===== config.mk =====
export PLATFORM = sky130hd
export DESIGN_NAME = rtcfg_core
export DESIGN_NICKNAME = d
export VERILOG_FILES = /design/src/logic/rtcfg_pkg.sv /design/src/logic/rtcfg_sync.sv /design/src/logic/rtcfg_lane_checker.sv /design/src/logic/rtcfg_core.sv
export SDC_FILE = /design/constraint.sdc
export NUM_CORES = 1
export LEC_CHECK = 0
export BUFFER_PORTS_ARGS = -buffer_cell sky130_fd_sc_hd__buf_2
export CORE_MARGIN = 4
export CORE_UTILIZATION = 55
export DETAILED_ROUTE_END_ITERATION = 8
export GPL_ROUTABILITY_DRIVEN = 1
export PLACE_DENSITY = 0.76
export SYNTH_ARGS = -nofsm -noshare
export SYNTH_HDL_FRONTEND = slang
export SYNTH_SLANG_ARGS = --single-unit

===== constraint.sdc =====
create_clock -name clock_in -period 2.1 [get_ports clock_in]
set_input_delay 0.21 -clock clock_in [delete_from_list [all_inputs] [get_ports clock_in]]
set_output_delay 0.21 -clock clock_in [all_outputs]
set_load 0.02 [all_outputs]

===== src/logic/rtcfg_pkg.sv =====
// constants, field layouts and carrier types for the retimer lane configuration block
package rtcfg_pkg;

	////////////////////////////////////////////////////////////////////////////////
	// register offsets
	localparam logic [7:0] REG_CTRL = 8'h08;
	localparam logic [7:0] REG_MODE = 8'h0A;
	localparam logic [7:0] REG_OUTCTL = 8'h0C;
	localparam logic [7:0] REG_STATUS = 8'h10;
	localparam logic [7:0] REG_ERR0 = 8'h11;
	localparam logic [7:0] REG_ERR1 = 8'h12;
	localparam logic [7:0] REG_ERR2 = 8'h13;
	localparam logic [7:0] REG_EYE_SEL = 8'h14;
	localparam logic [7:0] REG_EYE_DATA = 8'h15;

	// control register fields
	localparam int CTRL_REG_CFG_BIT = 0;
	localparam int CTRL_SIGDET_BIT = 1;
	localparam int CTRL_ARC_OFF_BIT = 2;
	localparam int CTRL_EQ_ADAPT_BIT = 3;
	localparam int CTRL_EQ_HIGH_BIT = 4;
	localparam int CTRL_PATTERN_BIT = 5;

	// output control fields and codes
	localparam int OUT_DEEMPH_LSB = 0;
	localparam int OUT_SWING_LSB = 5;
	localparam logic [1:0] DEEMPH_2DB_CODE = 2'h1;
	localparam logic [2:0] SWING_HIGH_CODE = 3'h3;
	localparam logic [2:0] SWING_NOMINAL = 3'h0;

	// function mode field codes
	localparam logic [1:0] MODE_REDRIVER = 2'h0;
	localparam logic [1:0] MODE_RETIMER = 2'h1;
	localparam logic [1:0] MODE_AUTO = 2'h3;

	// reset values
	localparam logic [7:0] CTRL_RESET = 8'h00;
	localparam logic [7:0] MODE_RESET = 8'h03;
	localparam logic [7:0] OUTCTL_RESET = 8'h00;
	localparam logic [7:0] EYE_SEL_RESET = 8'h00;

	// local port address: top address minus the two address straps
	localparam logic [6:0] LOCAL_ADDR_TOP = 7'h5E;

	// rate classes and three-level strap codes {low seen, high seen}
	localparam logic [1:0] RATE_NONE = 2'h0;
	localparam logic [1:0] RATE_LOW = 2'h1;
	localparam logic [1:0] RATE_MID = 2'h2;
	localparam logic [1:0] RATE_HIGH = 2'h3;
	localparam logic [1:0] STRAP_FLOAT = 2'h0;
	localparam logic [1:0] STRAP_HIGH = 2'h1;
	localparam logic [1:0] STRAP_LOW = 2'h2;

	// timing
	localparam int CLK_FREQ_MHZ = 125;
	localparam int RX_CLK_DIV = 64;
	localparam int BITS_PER_PIXEL_CLK = 10;
	localparam int RATE_MIN_MBPS = 250;
	localparam int RATE_RETIMER_MBPS = 1000;
	localparam int RATE_TERM_MBPS = 2000;
	localparam int RATE_WINDOW_DEFAULT = 8192;
	localparam logic [3:0] STRAP_SETTLE_CYC = 4'h4;

	////////////////////////////////////////////////////////////////////////////////
	// carriers
	typedef struct packed {
		logic rx_term_connect;
		logic cdr_enable;
		logic outputs_hiz;
		logic retimer_mode;
		logic tx_term_enable;
		logic eq_adaptive;
		logic eq_gain_high;
		logic deemph_2db;
		logic [2:0] output_swing;
		logic pattern_select;
	} rtcfg_lane_ctrl_t;

	typedef struct packed {
		logic [2:0] bit_val;
		logic [2:0] bit_valid;
	} rtcfg_rx_bits_t;

	typedef struct packed {
		logic [2:0][7:0] sample;
	} rtcfg_eye_t;

	typedef enum logic [5:0] {
		PORT_IDLE = 6'h01,
		PORT_ADDR = 6'h02,
		PORT_ACK = 6'h04,
		PORT_WRITE = 6'h08,
		PORT_READ = 6'h10,
		PORT_RACK = 6'h20
	} rtcfg_port_state_t;

endpackage : rtcfg_pkg


===== src/logic/rtcfg_sync.sv =====
// two-flop synchroniser for pins entering the clock domain
`timescale 1ns/1ns
module rtcfg_sync import rtcfg_pkg::*; #(
	parameter int WIDTH = 11
) (
	// clock and reset
	input wire logic clock_in,
	input wire logic rst_n_in,
	// asynchronous pins and their synchronised copy
	input wire logic [WIDTH-1:0] async_in,
	output logic [WIDTH-1:0] sync_out
);

	logic [WIDTH-1:0] meta;

	// first stage feeds only the second stage
	always_ff @(posedge clock_in) begin
		if (!rst_n_in) begin
			meta <= '0;
			sync_out <= '0;
		end else begin
			meta <= async_in;
			sync_out <= meta;
		end
	end

endmodule : rtcfg_sync


===== src/logic/rtcfg_lane_checker.sv =====
// self-synchronising pattern checker with saturating error count for one lane
`timescale 1ns/1ns
module rtcfg_lane_checker import rtcfg_pkg::*; (
	// clock and reset
	input wire logic clock_in,
	input wire logic rst_n_in,
	// sampled lane bits
	input wire logic bit_in,
	input wire logic bit_valid_in,
	// count control and result
	input wire logic clear_in,
	output logic [7:0] count_out
);

	logic [6:0] hist;
	logic [2:0] primed;
	logic err;
	logic [7:0] next_count;

	// x^7+x^6+1: each bit predicted from the last seven, no seed to align
	assign err = bit_valid_in && (primed == 3'h7) && (bit_in != (hist[6] ^ hist[5]));
	// a clear never swallows an error of the same cycle
	assign next_count = clear_in ? {7'h00, err} :
		(err && count_out != 8'hFF) ? count_out + 8'h01 : count_out;

	always_ff @(posedge clock_in) begin
		if (!rst_n_in) begin
			hist <= 7'h00;
			primed <= 3'h0;
			count_out <= 8'h00;
		end else begin
			if (bit_valid_in) begin
				hist <= {hist[5:0], bit_in};
				primed <= (primed == 3'h7) ? primed : primed + 3'h1;
			end
			count_out <= next_count;
		end
	end
endmodule : rtcfg_lane_checker


===== src/logic/rtcfg_core.sv =====
// lane configuration, rate detection and local register port for the retimer
`timescale 1ns/1ns
module rtcfg_core import rtcfg_pkg::*; #(
	parameter int RATE_WINDOW_CYCLES = RATE_WINDOW_DEFAULT
) (
	// clock and reset
	input wire logic clock_in,
	input wire logic rst_n_in,
	// local two-wire register port, data line open drain
	input wire logic reg_clock_in,
	input wire logic reg_data_in,
	output logic reg_data_out,
	output logic reg_data_oe_out,
	input wire logic address_select_pin_in,
	// straps and select pins, three-level straps as {low seen, high seen}
	input wire logic [1:0] equalizer_select_strap_in,
	input wire logic [1:0] transmit_termination_strap_in,
	input wire logic deemphasis_select_pin_in,
	input wire logic signal_detect_enable_pin_in,
	// divided input clock lane
	input wire logic rx_clock_div_in,
	// sampled lane data and eye samples
	input wire rtcfg_rx_bits_t rx_bits_in,
	input wire rtcfg_eye_t eye_sample_in,
	output logic [1:0] eye_lane_out,
	output logic eye_advance_out,
	// audio return
	input wire logic audio_input_pin_in,
	output logic audio_return_output_out,
	output logic audio_return_output_oe_out,
	// lane controls and test pattern
	output rtcfg_lane_ctrl_t lane_ctrl_out,
	output logic test_pattern_out
);

	localparam int EDGE_DEN = BITS_PER_PIXEL_CLK * RX_CLK_DIV * CLK_FREQ_MHZ;
	localparam logic [15:0] EDGE_VALID = 16'((RATE_MIN_MBPS * RATE_WINDOW_CYCLES) / EDGE_DEN);
	localparam logic [15:0] EDGE_RETIMER = 16'((RATE_RETIMER_MBPS * RATE_WINDOW_CYCLES) / EDGE_DEN);
	localparam logic [15:0] EDGE_TERM = 16'((RATE_TERM_MBPS * RATE_WINDOW_CYCLES) / EDGE_DEN);
	localparam logic [15:0] WINDOW_LAST = 16'(RATE_WINDOW_CYCLES - 1);

	////////////////////////////////////////////////////////////////////////////////
	// pin synchronisation
	logic [10:0] pins_s;
	logic scl_s, sda_s, rxclk_s, audio_s, a1_s, deemph_pin_s, sigdet_pin_s;
	logic [1:0] eq_strap_s, term_strap_s;
	logic scl_q, sda_q, rxclk_q;

	rtcfg_sync #(.WIDTH(11)) u_sync (
		.clock_in(clock_in),
		.rst_n_in(rst_n_in),
		.async_in({reg_clock_in, reg_data_in, rx_clock_div_in, audio_input_pin_in, address_select_pin_in,
			deemphasis_select_pin_in, signal_detect_enable_pin_in, equalizer_select_strap_in,
			transmit_termination_strap_in}),
		.sync_out(pins_s)
	);

	assign {scl_s, sda_s, rxclk_s, audio_s, a1_s, deemph_pin_s, sigdet_pin_s} = pins_s[10:4];
	assign eq_strap_s = pins_s[3:2];
	assign term_strap_s = pins_s[1:0];

	// edge history from the synchronised copies only
	always_ff @(posedge clock_in) begin
		if (!rst_n_in) begin
			scl_q <= 1'h1;
			sda_q <= 1'h1;
			rxclk_q <= 1'h0;
		end else begin
			scl_q <= scl_s;
			sda_q <= sda_s;
			rxclk_q <= rxclk_s;
		end
	end

	////////////////////////////////////////////////////////////////////////////////
	// strap capture after reset release, once the synchroniser has filled
	logic [3:0] settle;
	logic [1:0] eq_strap, term_strap;
	logic [1:0] eq_addr_bit;

	always_ff @(posedge clock_in) begin
		if (!rst_n_in) begin
			settle <= 4'h0;
			eq_strap <= STRAP_FLOAT;
			term_strap <= STRAP_FLOAT;
		end else if (settle != STRAP_SETTLE_CYC) begin
			settle <= settle + 4'h1;
			eq_strap <= eq_strap_s;
			term_strap <= term_strap_s;
		end
	end

	// the equalizer strap doubles as the low address bit: only a high reads as one
	assign eq_addr_bit = {a1_s, eq_strap == STRAP_HIGH};

	////////////////////////////////////////////////////////////////////////////////
	// rate measurement over a fixed window of system clocks
	logic [15:0] win_cnt, edge_cnt;
	logic [1:0] rate_class, next_rate;
	logic win_end;

	assign win_end = (win_cnt == WINDOW_LAST);
	assign next_rate = (edge_cnt < EDGE_VALID) ? RATE_NONE :
		(edge_cnt < EDGE_RETIMER) ? RATE_LOW :
		(edge_cnt < EDGE_TERM) ? RATE_MID : RATE_HIGH;

	// class only moves at a window end, so one glitch cannot flip terminations
	always_ff @(posedge clock_in) begin
		if (!rst_n_in) begin
			win_cnt <= 16'h0000;
			edge_cnt <= 16'h0000;
			rate_class <= RATE_NONE;
		end else begin
			win_cnt <= win_end ? 16'h0000 : win_cnt + 16'h0001;
			if (win_end) begin
				edge_cnt <= 16'h0000;
				rate_class <= next_rate;
			end else if (rxclk_s && !rxclk_q && edge_cnt != 16'hFFFF) begin
				edge_cnt <= edge_cnt + 16'h0001;
			end
		end
	end

	////////////////////////////////////////////////////////////////////////////////
	// local register port engine
	rtcfg_port_state_t state;
	logic [3:0] bit_cnt;
	logic [7:0] shift, ptr, wr_addr, wr_data, rd_addr, read_mux;
	logic is_read, sub_pending, wr_pulse, rd_pulse;
	logic scl_rise, scl_fall, start_seen, stop_seen, byte_done;

	assign scl_rise = scl_s && !scl_q;
	assign scl_fall = !scl_s && scl_q;
	assign start_seen = scl_s && scl_q && sda_q && !sda_s;
	assign stop_seen = scl_s && scl_q && !sda_q && sda_s;
	assign byte_done = (bit_cnt == 4'h8);

	always_ff @(posedge clock_in) begin
		wr_pulse <= 1'h0;
		rd_pulse <= 1'h0;
		if (!rst_n_in) begin
			state <= PORT_IDLE;
			bit_cnt <= 4'h0;
			shift <= 8'h00;
			ptr <= 8'h00;
			wr_addr <= 8'h00;
			wr_data <= 8'h00;
			rd_addr <= 8'h00;
			is_read <= 1'h0;
			sub_pending <= 1'h0;
			reg_data_oe_out <= 1'h0;
		end else if (start_seen) begin
			state <= PORT_ADDR;
			bit_cnt <= 4'h0;
			reg_data_oe_out <= 1'h0;
		end else if (stop_seen) begin
			state <= PORT_IDLE;
			reg_data_oe_out <= 1'h0;
		end else begin
			case (state)
				PORT_ADDR, PORT_WRITE: begin
					if (scl_rise && !byte_done) begin
						shift <= {shift[6:0], sda_s};
						bit_cnt <= bit_cnt + 4'h1;
					end else if (scl_fall && byte_done && state == PORT_ADDR) begin
						if (shift[7:1] == LOCAL_ADDR_TOP - {5'h00, eq_addr_bit}) begin
							state <= PORT_ACK;
							reg_data_oe_out <= 1'h1;
							is_read <= shift[0];
							sub_pending <= !shift[0];
							if (shift[0]) begin
								ptr <= 8'h00;
							end
						end else begin
							state <= PORT_IDLE;
						end
					end else if (scl_fall && byte_done) begin
						state <= PORT_ACK;
						reg_data_oe_out <= 1'h1;
						sub_pending <= 1'h0;
						if (sub_pending) begin
							ptr <= shift;
						end else begin
							wr_pulse <= 1'h1;
							wr_addr <= ptr;
							wr_data <= shift;
							ptr <= ptr + 8'h01;
						end
					end
				end
				PORT_ACK: begin
					if (scl_fall && is_read) begin
						shift <= read_mux;
						reg_data_oe_out <= !read_mux[7];
						bit_cnt <= 4'h1;
						rd_pulse <= 1'h1;
						rd_addr <= ptr;
						ptr <= ptr + 8'h01;
						state <= PORT_READ;
					end else if (scl_fall) begin
						reg_data_oe_out <= 1'h0;
						bit_cnt <= 4'h0;
						state <= PORT_WRITE;
					end
				end
				PORT_READ: begin
					if (scl_fall && byte_done) begin
						reg_data_oe_out <= 1'h0;
						state <= PORT_RACK;
					end else if (scl_fall) begin
						shift <= {shift[6:0], 1'h0};
						reg_data_oe_out <= !shift[6];
						bit_cnt <= bit_cnt + 4'h1;
					end
				end
				PORT_RACK: begin
					if (scl_rise) begin
						state <= sda_s ? PORT_IDLE : PORT_ACK;
					end
				end
				default: begin
					state <= PORT_IDLE;
				end
			endcase
		end
	end

	// open drain: the line is only ever pulled low
	assign reg_data_out = 1'h0;

	////////////////////////////////////////////////////////////////////////////////
	// register file
	logic [7:0] ctrl_reg, mode_reg, outctl_reg, eye_sel_reg, status_reg, eye_data;
	logic [2:0][7:0] err_count;
	logic [2:0] err_clear;

	always_ff @(posedge clock_in) begin
		if (!rst_n_in) begin
			ctrl_reg <= CTRL_RESET;
			mode_reg <= MODE_RESET;
			outctl_reg <= OUTCTL_RESET;
			eye_sel_reg <= EYE_SEL_RESET;
		end else if (wr_pulse) begin
			ctrl_reg <= (wr_addr == REG_CTRL) ? wr_data : ctrl_reg;
			mode_reg <= (wr_addr == REG_MODE) ? wr_data : mode_reg;
			outctl_reg <= (wr_addr == REG_OUTCTL) ? wr_data : outctl_reg;
			eye_sel_reg <= (wr_addr == REG_EYE_SEL) ? wr_data : eye_sel_reg;
		end
	end

	function automatic logic [7:0] reg_mux(input logic [7:0] a, input logic [7:0] c, input logic [7:0] m,
			input logic [7:0] o, input logic [7:0] st, input logic [2:0][7:0] e, input logic [7:0] es,
			input logic [7:0] ed);
		case (a)
			REG_CTRL: reg_mux = c;
			REG_MODE: reg_mux = m;
			REG_OUTCTL: reg_mux = o;
			REG_STATUS: reg_mux = st;
			REG_ERR0: reg_mux = e[0];
			REG_ERR1: reg_mux = e[1];
			REG_ERR2: reg_mux = e[2];
			REG_EYE_SEL: reg_mux = es;
			REG_EYE_DATA: reg_mux = ed;
			default: reg_mux = 8'h00;
		endcase
	endfunction : reg_mux

	// eye samples of the selected lane; lane code 3 reads as zero
	assign eye_data = (eye_sel_reg[1:0] == 2'h3) ? 8'h00 : eye_sample_in.sample[eye_sel_reg[1:0]];
	assign status_reg = {4'h0, rate_class, lane_ctrl_out.outputs_hiz, lane_ctrl_out.retimer_mode};
	assign read_mux = reg_mux(ptr, ctrl_reg, mode_reg, outctl_reg, status_reg, err_count, eye_sel_reg, eye_data);

	////////////////////////////////////////////////////////////////////////////////
	// per-lane error checkers, cleared by any write to their count register
	genvar lane;
	generate
		for (lane = 0; lane < 3; lane++) begin : g_lane
			assign err_clear[lane] = wr_pulse && (wr_addr == REG_ERR0 + 8'(lane));
			rtcfg_lane_checker u_check (
				.clock_in(clock_in),
				.rst_n_in(rst_n_in),
				.bit_in(rx_bits_in.bit_val[lane]),
				.bit_valid_in(rx_bits_in.bit_valid[lane]),
				.clear_in(err_clear[lane]),
				.count_out(err_count[lane])
			);
		end
	endgenerate

	////////////////////////////////////////////////////////////////////////////////
	// lane control decode
	logic reg_cfg, sigdet_en, clk_valid, standby, retimer, deemph_req;
	rtcfg_lane_ctrl_t next_ctrl;
	logic [6:0] lfsr;

	assign reg_cfg = ctrl_reg[CTRL_REG_CFG_BIT];
	assign sigdet_en = sigdet_pin_s || ctrl_reg[CTRL_SIGDET_BIT];
	assign clk_valid = (rate_class != RATE_NONE);
	assign standby = sigdet_en && !clk_valid;
	assign retimer = (mode_reg[1:0] == MODE_RETIMER) ||
		(mode_reg[1:0] == MODE_AUTO && rate_class >= RATE_MID);
	assign deemph_req = reg_cfg ? (outctl_reg[OUT_DEEMPH_LSB +: 2] == DEEMPH_2DB_CODE)
		: !deemph_pin_s;

	assign next_ctrl.rx_term_connect = !standby;
	assign next_ctrl.cdr_enable = retimer && !standby;
	assign next_ctrl.outputs_hiz = standby;
	assign next_ctrl.retimer_mode = retimer && !standby;
	// reserved low strap level treated like high: termination stays off
	assign next_ctrl.tx_term_enable = (term_strap == STRAP_FLOAT) && (rate_class == RATE_HIGH);
	assign next_ctrl.eq_adaptive = reg_cfg ? ctrl_reg[CTRL_EQ_ADAPT_BIT] : (eq_strap == STRAP_FLOAT);
	assign next_ctrl.eq_gain_high = next_ctrl.eq_adaptive ? (rate_class == RATE_HIGH)
		: reg_cfg ? ctrl_reg[CTRL_EQ_HIGH_BIT] : (eq_strap == STRAP_HIGH);
	assign next_ctrl.deemph_2db = deemph_req && retimer && !standby;
	assign next_ctrl.output_swing = reg_cfg ? outctl_reg[OUT_SWING_LSB +: 3] : SWING_NOMINAL;
	// the pattern only means something with a clock on the input lane
	assign next_ctrl.pattern_select = ctrl_reg[CTRL_PATTERN_BIT] && clk_valid && !standby;

	// outputs from flops; the audio path adds one flop after the synchroniser latency
	always_ff @(posedge clock_in) begin
		if (!rst_n_in) begin
			lane_ctrl_out <= '0;
			lfsr <= 7'h7F;
			test_pattern_out <= 1'h0;
			audio_return_output_out <= 1'h0;
			audio_return_output_oe_out <= 1'h0;
			eye_lane_out <= 2'h0;
			eye_advance_out <= 1'h0;
		end else begin
			lane_ctrl_out <= next_ctrl;
			lfsr <= {lfsr[5:0], lfsr[6] ^ lfsr[5]};
			test_pattern_out <= next_ctrl.pattern_select && lfsr[6];
			audio_return_output_out <= audio_s;
			audio_return_output_oe_out <= !ctrl_reg[CTRL_ARC_OFF_BIT];
			eye_lane_out <= eye_sel_reg[1:0];
			eye_advance_out <= rd_pulse && (rd_addr == REG_EYE_DATA);
		end
	end
endmodule : rtcfg_core


==> impl_metrics.toml <==
[outcome]
outcome = "finished clean"

[clocking]
cts_buffer_depth = 3
clkTransAtPathRegs_ns = 0.07
cts_tree = "yes"
clk_latency_ns = 0.52
cts_buffers = 24
cts_sinks = 232
cts_max_level = 1
clock-root-buffer = "clkbuf_16"

[synthesis]
synth-edff-count = 0
netlist.area_leader.share_pct = 45.13
syn_nets = 1217
synth_top_flop_cell = "dfxtp_1"
async_flop_share_pct = 0
syn_inst = 1153
synth.yosys.warnings = 0
yosys-top-cells-area = "dfxtp_1 45%, mux2i_1 7.8%, nor2_1 6.2%"
yosysTopAreaCell = "dfxtp_1"
synth_cell_types = 75
synthTopCellsByCount = "232 x dfxtp_1, 170 x nor2_1, 117 x nand2_1, 80 x mux2i_1, 49 x a21oi_1"
seq_area_frac_synth_pct = 45.13
ys_ff_latch = 232
avgSynthCellArea_sq_um = 8.926
synthMostInstantiatedCell = "dfxtp_1"
syn-cell-area_sq_mm = 0.01029

[power]
finalPower_w = 0.009635
p_comb_share_pct = 4.5
p_switching_w = 0.002015
seq_power_share_pct = 47.2
switching_share_pct = 20.92
clockPowerShare_pct = 48.3
peakVddDrop_v = 0.0007357
internal-power_w = 0.007620
p_leak_nw = 5.045
cellPowerDensity_mw_per_mm2 = 780.5

[grt]
grt_first_pass_wirelength_um = 39170
grt-ovfl-total = 0
grt_util_met2_pct = 38.37
met3_usage_pct = 3.582
grt-busiest-layer = "met2"
antenna_found_initial = 0
grt_usage_pct = 22.89
use_met1_pct = 30.27
grt_start_max_net_pins = 66
grt_pass1_vias = 7952

[route]
drt_pass1_iterations = 7
routed_wl_um = 24130
viasPerCell = 5.708
via_count = 8557
drc = 0
wire_per_inst_um = 16.10
dr.first_iter.drc_count = 612
ant_nets = 0

[die]
die_area_sq_mm = 0.02096
initial_core_util_pct = 56.52
pin_count = 63
die_w_um = 144.8
rows = 49
fp.coreArea_sq_mm = 0.01821
chipHeight_um = 144.8

[sta]
finalHoldViolCount = 0
fin_crit_ns = 2.044
slew_viol_final = 0
setup_viol = 0
finClkSkew_ns = 0.01347
fmaxAchievable_mhz = 489.3
setup_slack_ns = 0.05643
relSlewSlack_pct = 65.36
worst_pin_slew_ns = 0.5142
post-route-period-util_pct = 97.31

[placement]
post-place-ws_ns = -0.009163
place_congestion = 0.9010
dp.cells = 1437
io_buffers = 61
dpl.hpwl_um = 16290

[critical_path]
crit_path_end_kind = "flip-flop"
path_class = "reg2reg"
cp_max_fo = 6
critPathArrivalTime_ns = 2.48
critical_path_required_ns = 2.53
start_kind = "flip-flop"

[cells_and_area]
fillCellCount = 1389
layout-drive-gt1-share_pct = 16.93
reg_top3 = "g_lane.u_check.count_out x24, g_lane.u_check.hist x21"
regMostFlops = "g_lane.u_check.count_out"
area_growth_pct = 19.96
antenna_cells = 0
fin_nets = 1318
final_cells = 1499
largest_reg_flops = 24

[hold_path]
hold_path_class = "in2reg"

[run]
cap_viol_max_count = 0
-- timing repair --
item / CTS / global route
hold buffers: 14 / 0
pin swaps: 1 / 11
endpoints found under the setup margin: 6 / 83
buffers inserted: 2 / 4
gates resized for setup: 5 / 28
endpoints found under the hold margin: 14 / 0
-- power by group through the flow --
stage                     registers, W  logic (W)  clock network [W]
after floorplan                0.00464   0.000293                  0
after global placement         0.00464   0.000401                  0
after detailed placement       0.00464   0.000413                  0
after CTS                      0.00455   0.000437            0.00474
after global routing           0.00456   0.000494            0.00490
final                          0.00455   0.000438            0.00465
-- cell usage in the layout (no fill, tap or decap), types with 24 or more instances in the layout --
master	synthesis	final
o21ai_0	38	37
nand2_1	117	115
xnor2_1	28	28
mux2i_1	80	80
xor2_1	39	39
clkbuf_16	0	24
buf_4	3	54
buf_2	11	61
a21oi_1	49	47
and2_1	33	31
dfxtp_1	232	227
nand3_1	43	42
nor2_1	170	169
-- worst paths after layout --
check / startpoint / to / slack [ns] / cells past startpoint
min reg2reg: lfsr[0] / lfsr[1] / 0.41 / 1
max: ptr[0] / shift[2] / 0.06 / 8
max reg2reg: ptr[0] / shift[2] / 0.06 / 8
min: rx_bits_in[1] / g_lane[1].u_check.hist[1] / 0.12 / 3
-- logic make-up (layout without fill, tap and decap cells) --
family                   count (synthesis)  count (layout)  share of synthesized area [%]
other                                    1               1                        0.03644
AO/OA/AOI/OAI                          170             170                          10.64
buffers and inverters                   79             196                          3.125
adder cells (fa/ha/maj)                 21              21                          2.553
AND/OR/NAND/NOR                        494             494                          23.68
flip-flops                             232             232                          45.13
multiplexers                            86              86                          8.438
XOR/XNOR                                70              70                          6.395
-- metrics by stage --
stage / setup TNS (ns) / hold WS (ns) / instance area, sq um / util, %
after floorplan: 0 / 0.3373 / 10300 / -
after global placement: -0.05739 / 0.3903 / 11160 / 61.29
after detailed placement: -0.02914 / 0.3954 / 11160 / 61.29
after CTS: 0 / 0.1100 / 12230 / 67.17
after global routing: -0.05045 / 0.1399 / 12350 / 67.80
final: 0 / 0.1248 / 12350 / 67.80
-- worst max-delay path, cell delays in order, from the launching register on --
cell and delay, ns:
dfxtp_1 0.32, inv_2 0.09, ha_1 0.18, or4b_4 0.51, nor3_4 0.15, buf_4 0.19, a221oi_1 0.09, a31o_2 0.22
a31oi_1 0.21
-- per-layer routing --
| metal | wire length [um] | share of wire [%] | vias up |
|---|---|---|---|
| li1 | - | - | 4195 |
| met2 | 11450 | 47 | 271 |
| met5 | 0 | 0 | - |
| met1 | 10450 | 43 | 4038 |
| met3 | 1563 | 6.5 | 53 |
| met4 | 670 | 2.8 | 0 |
-- cell type report --
class / instances / area [sq um] / share of cell area, %
well taps: 229 / 286.5 / 2.321
inverters: 15 / 57.56 / 0.4662
multi-input cells: 842 / 5431 / 44.00
clock inverters: 8 / 178.9 / 1.449
flip-flops and latches: 232 / 4651 / 37.67
clock buffers: 34 / 698.2 / 5.655
repair buffers: 139 / 1042 / 8.442
(Power assumes the default switching activity.)
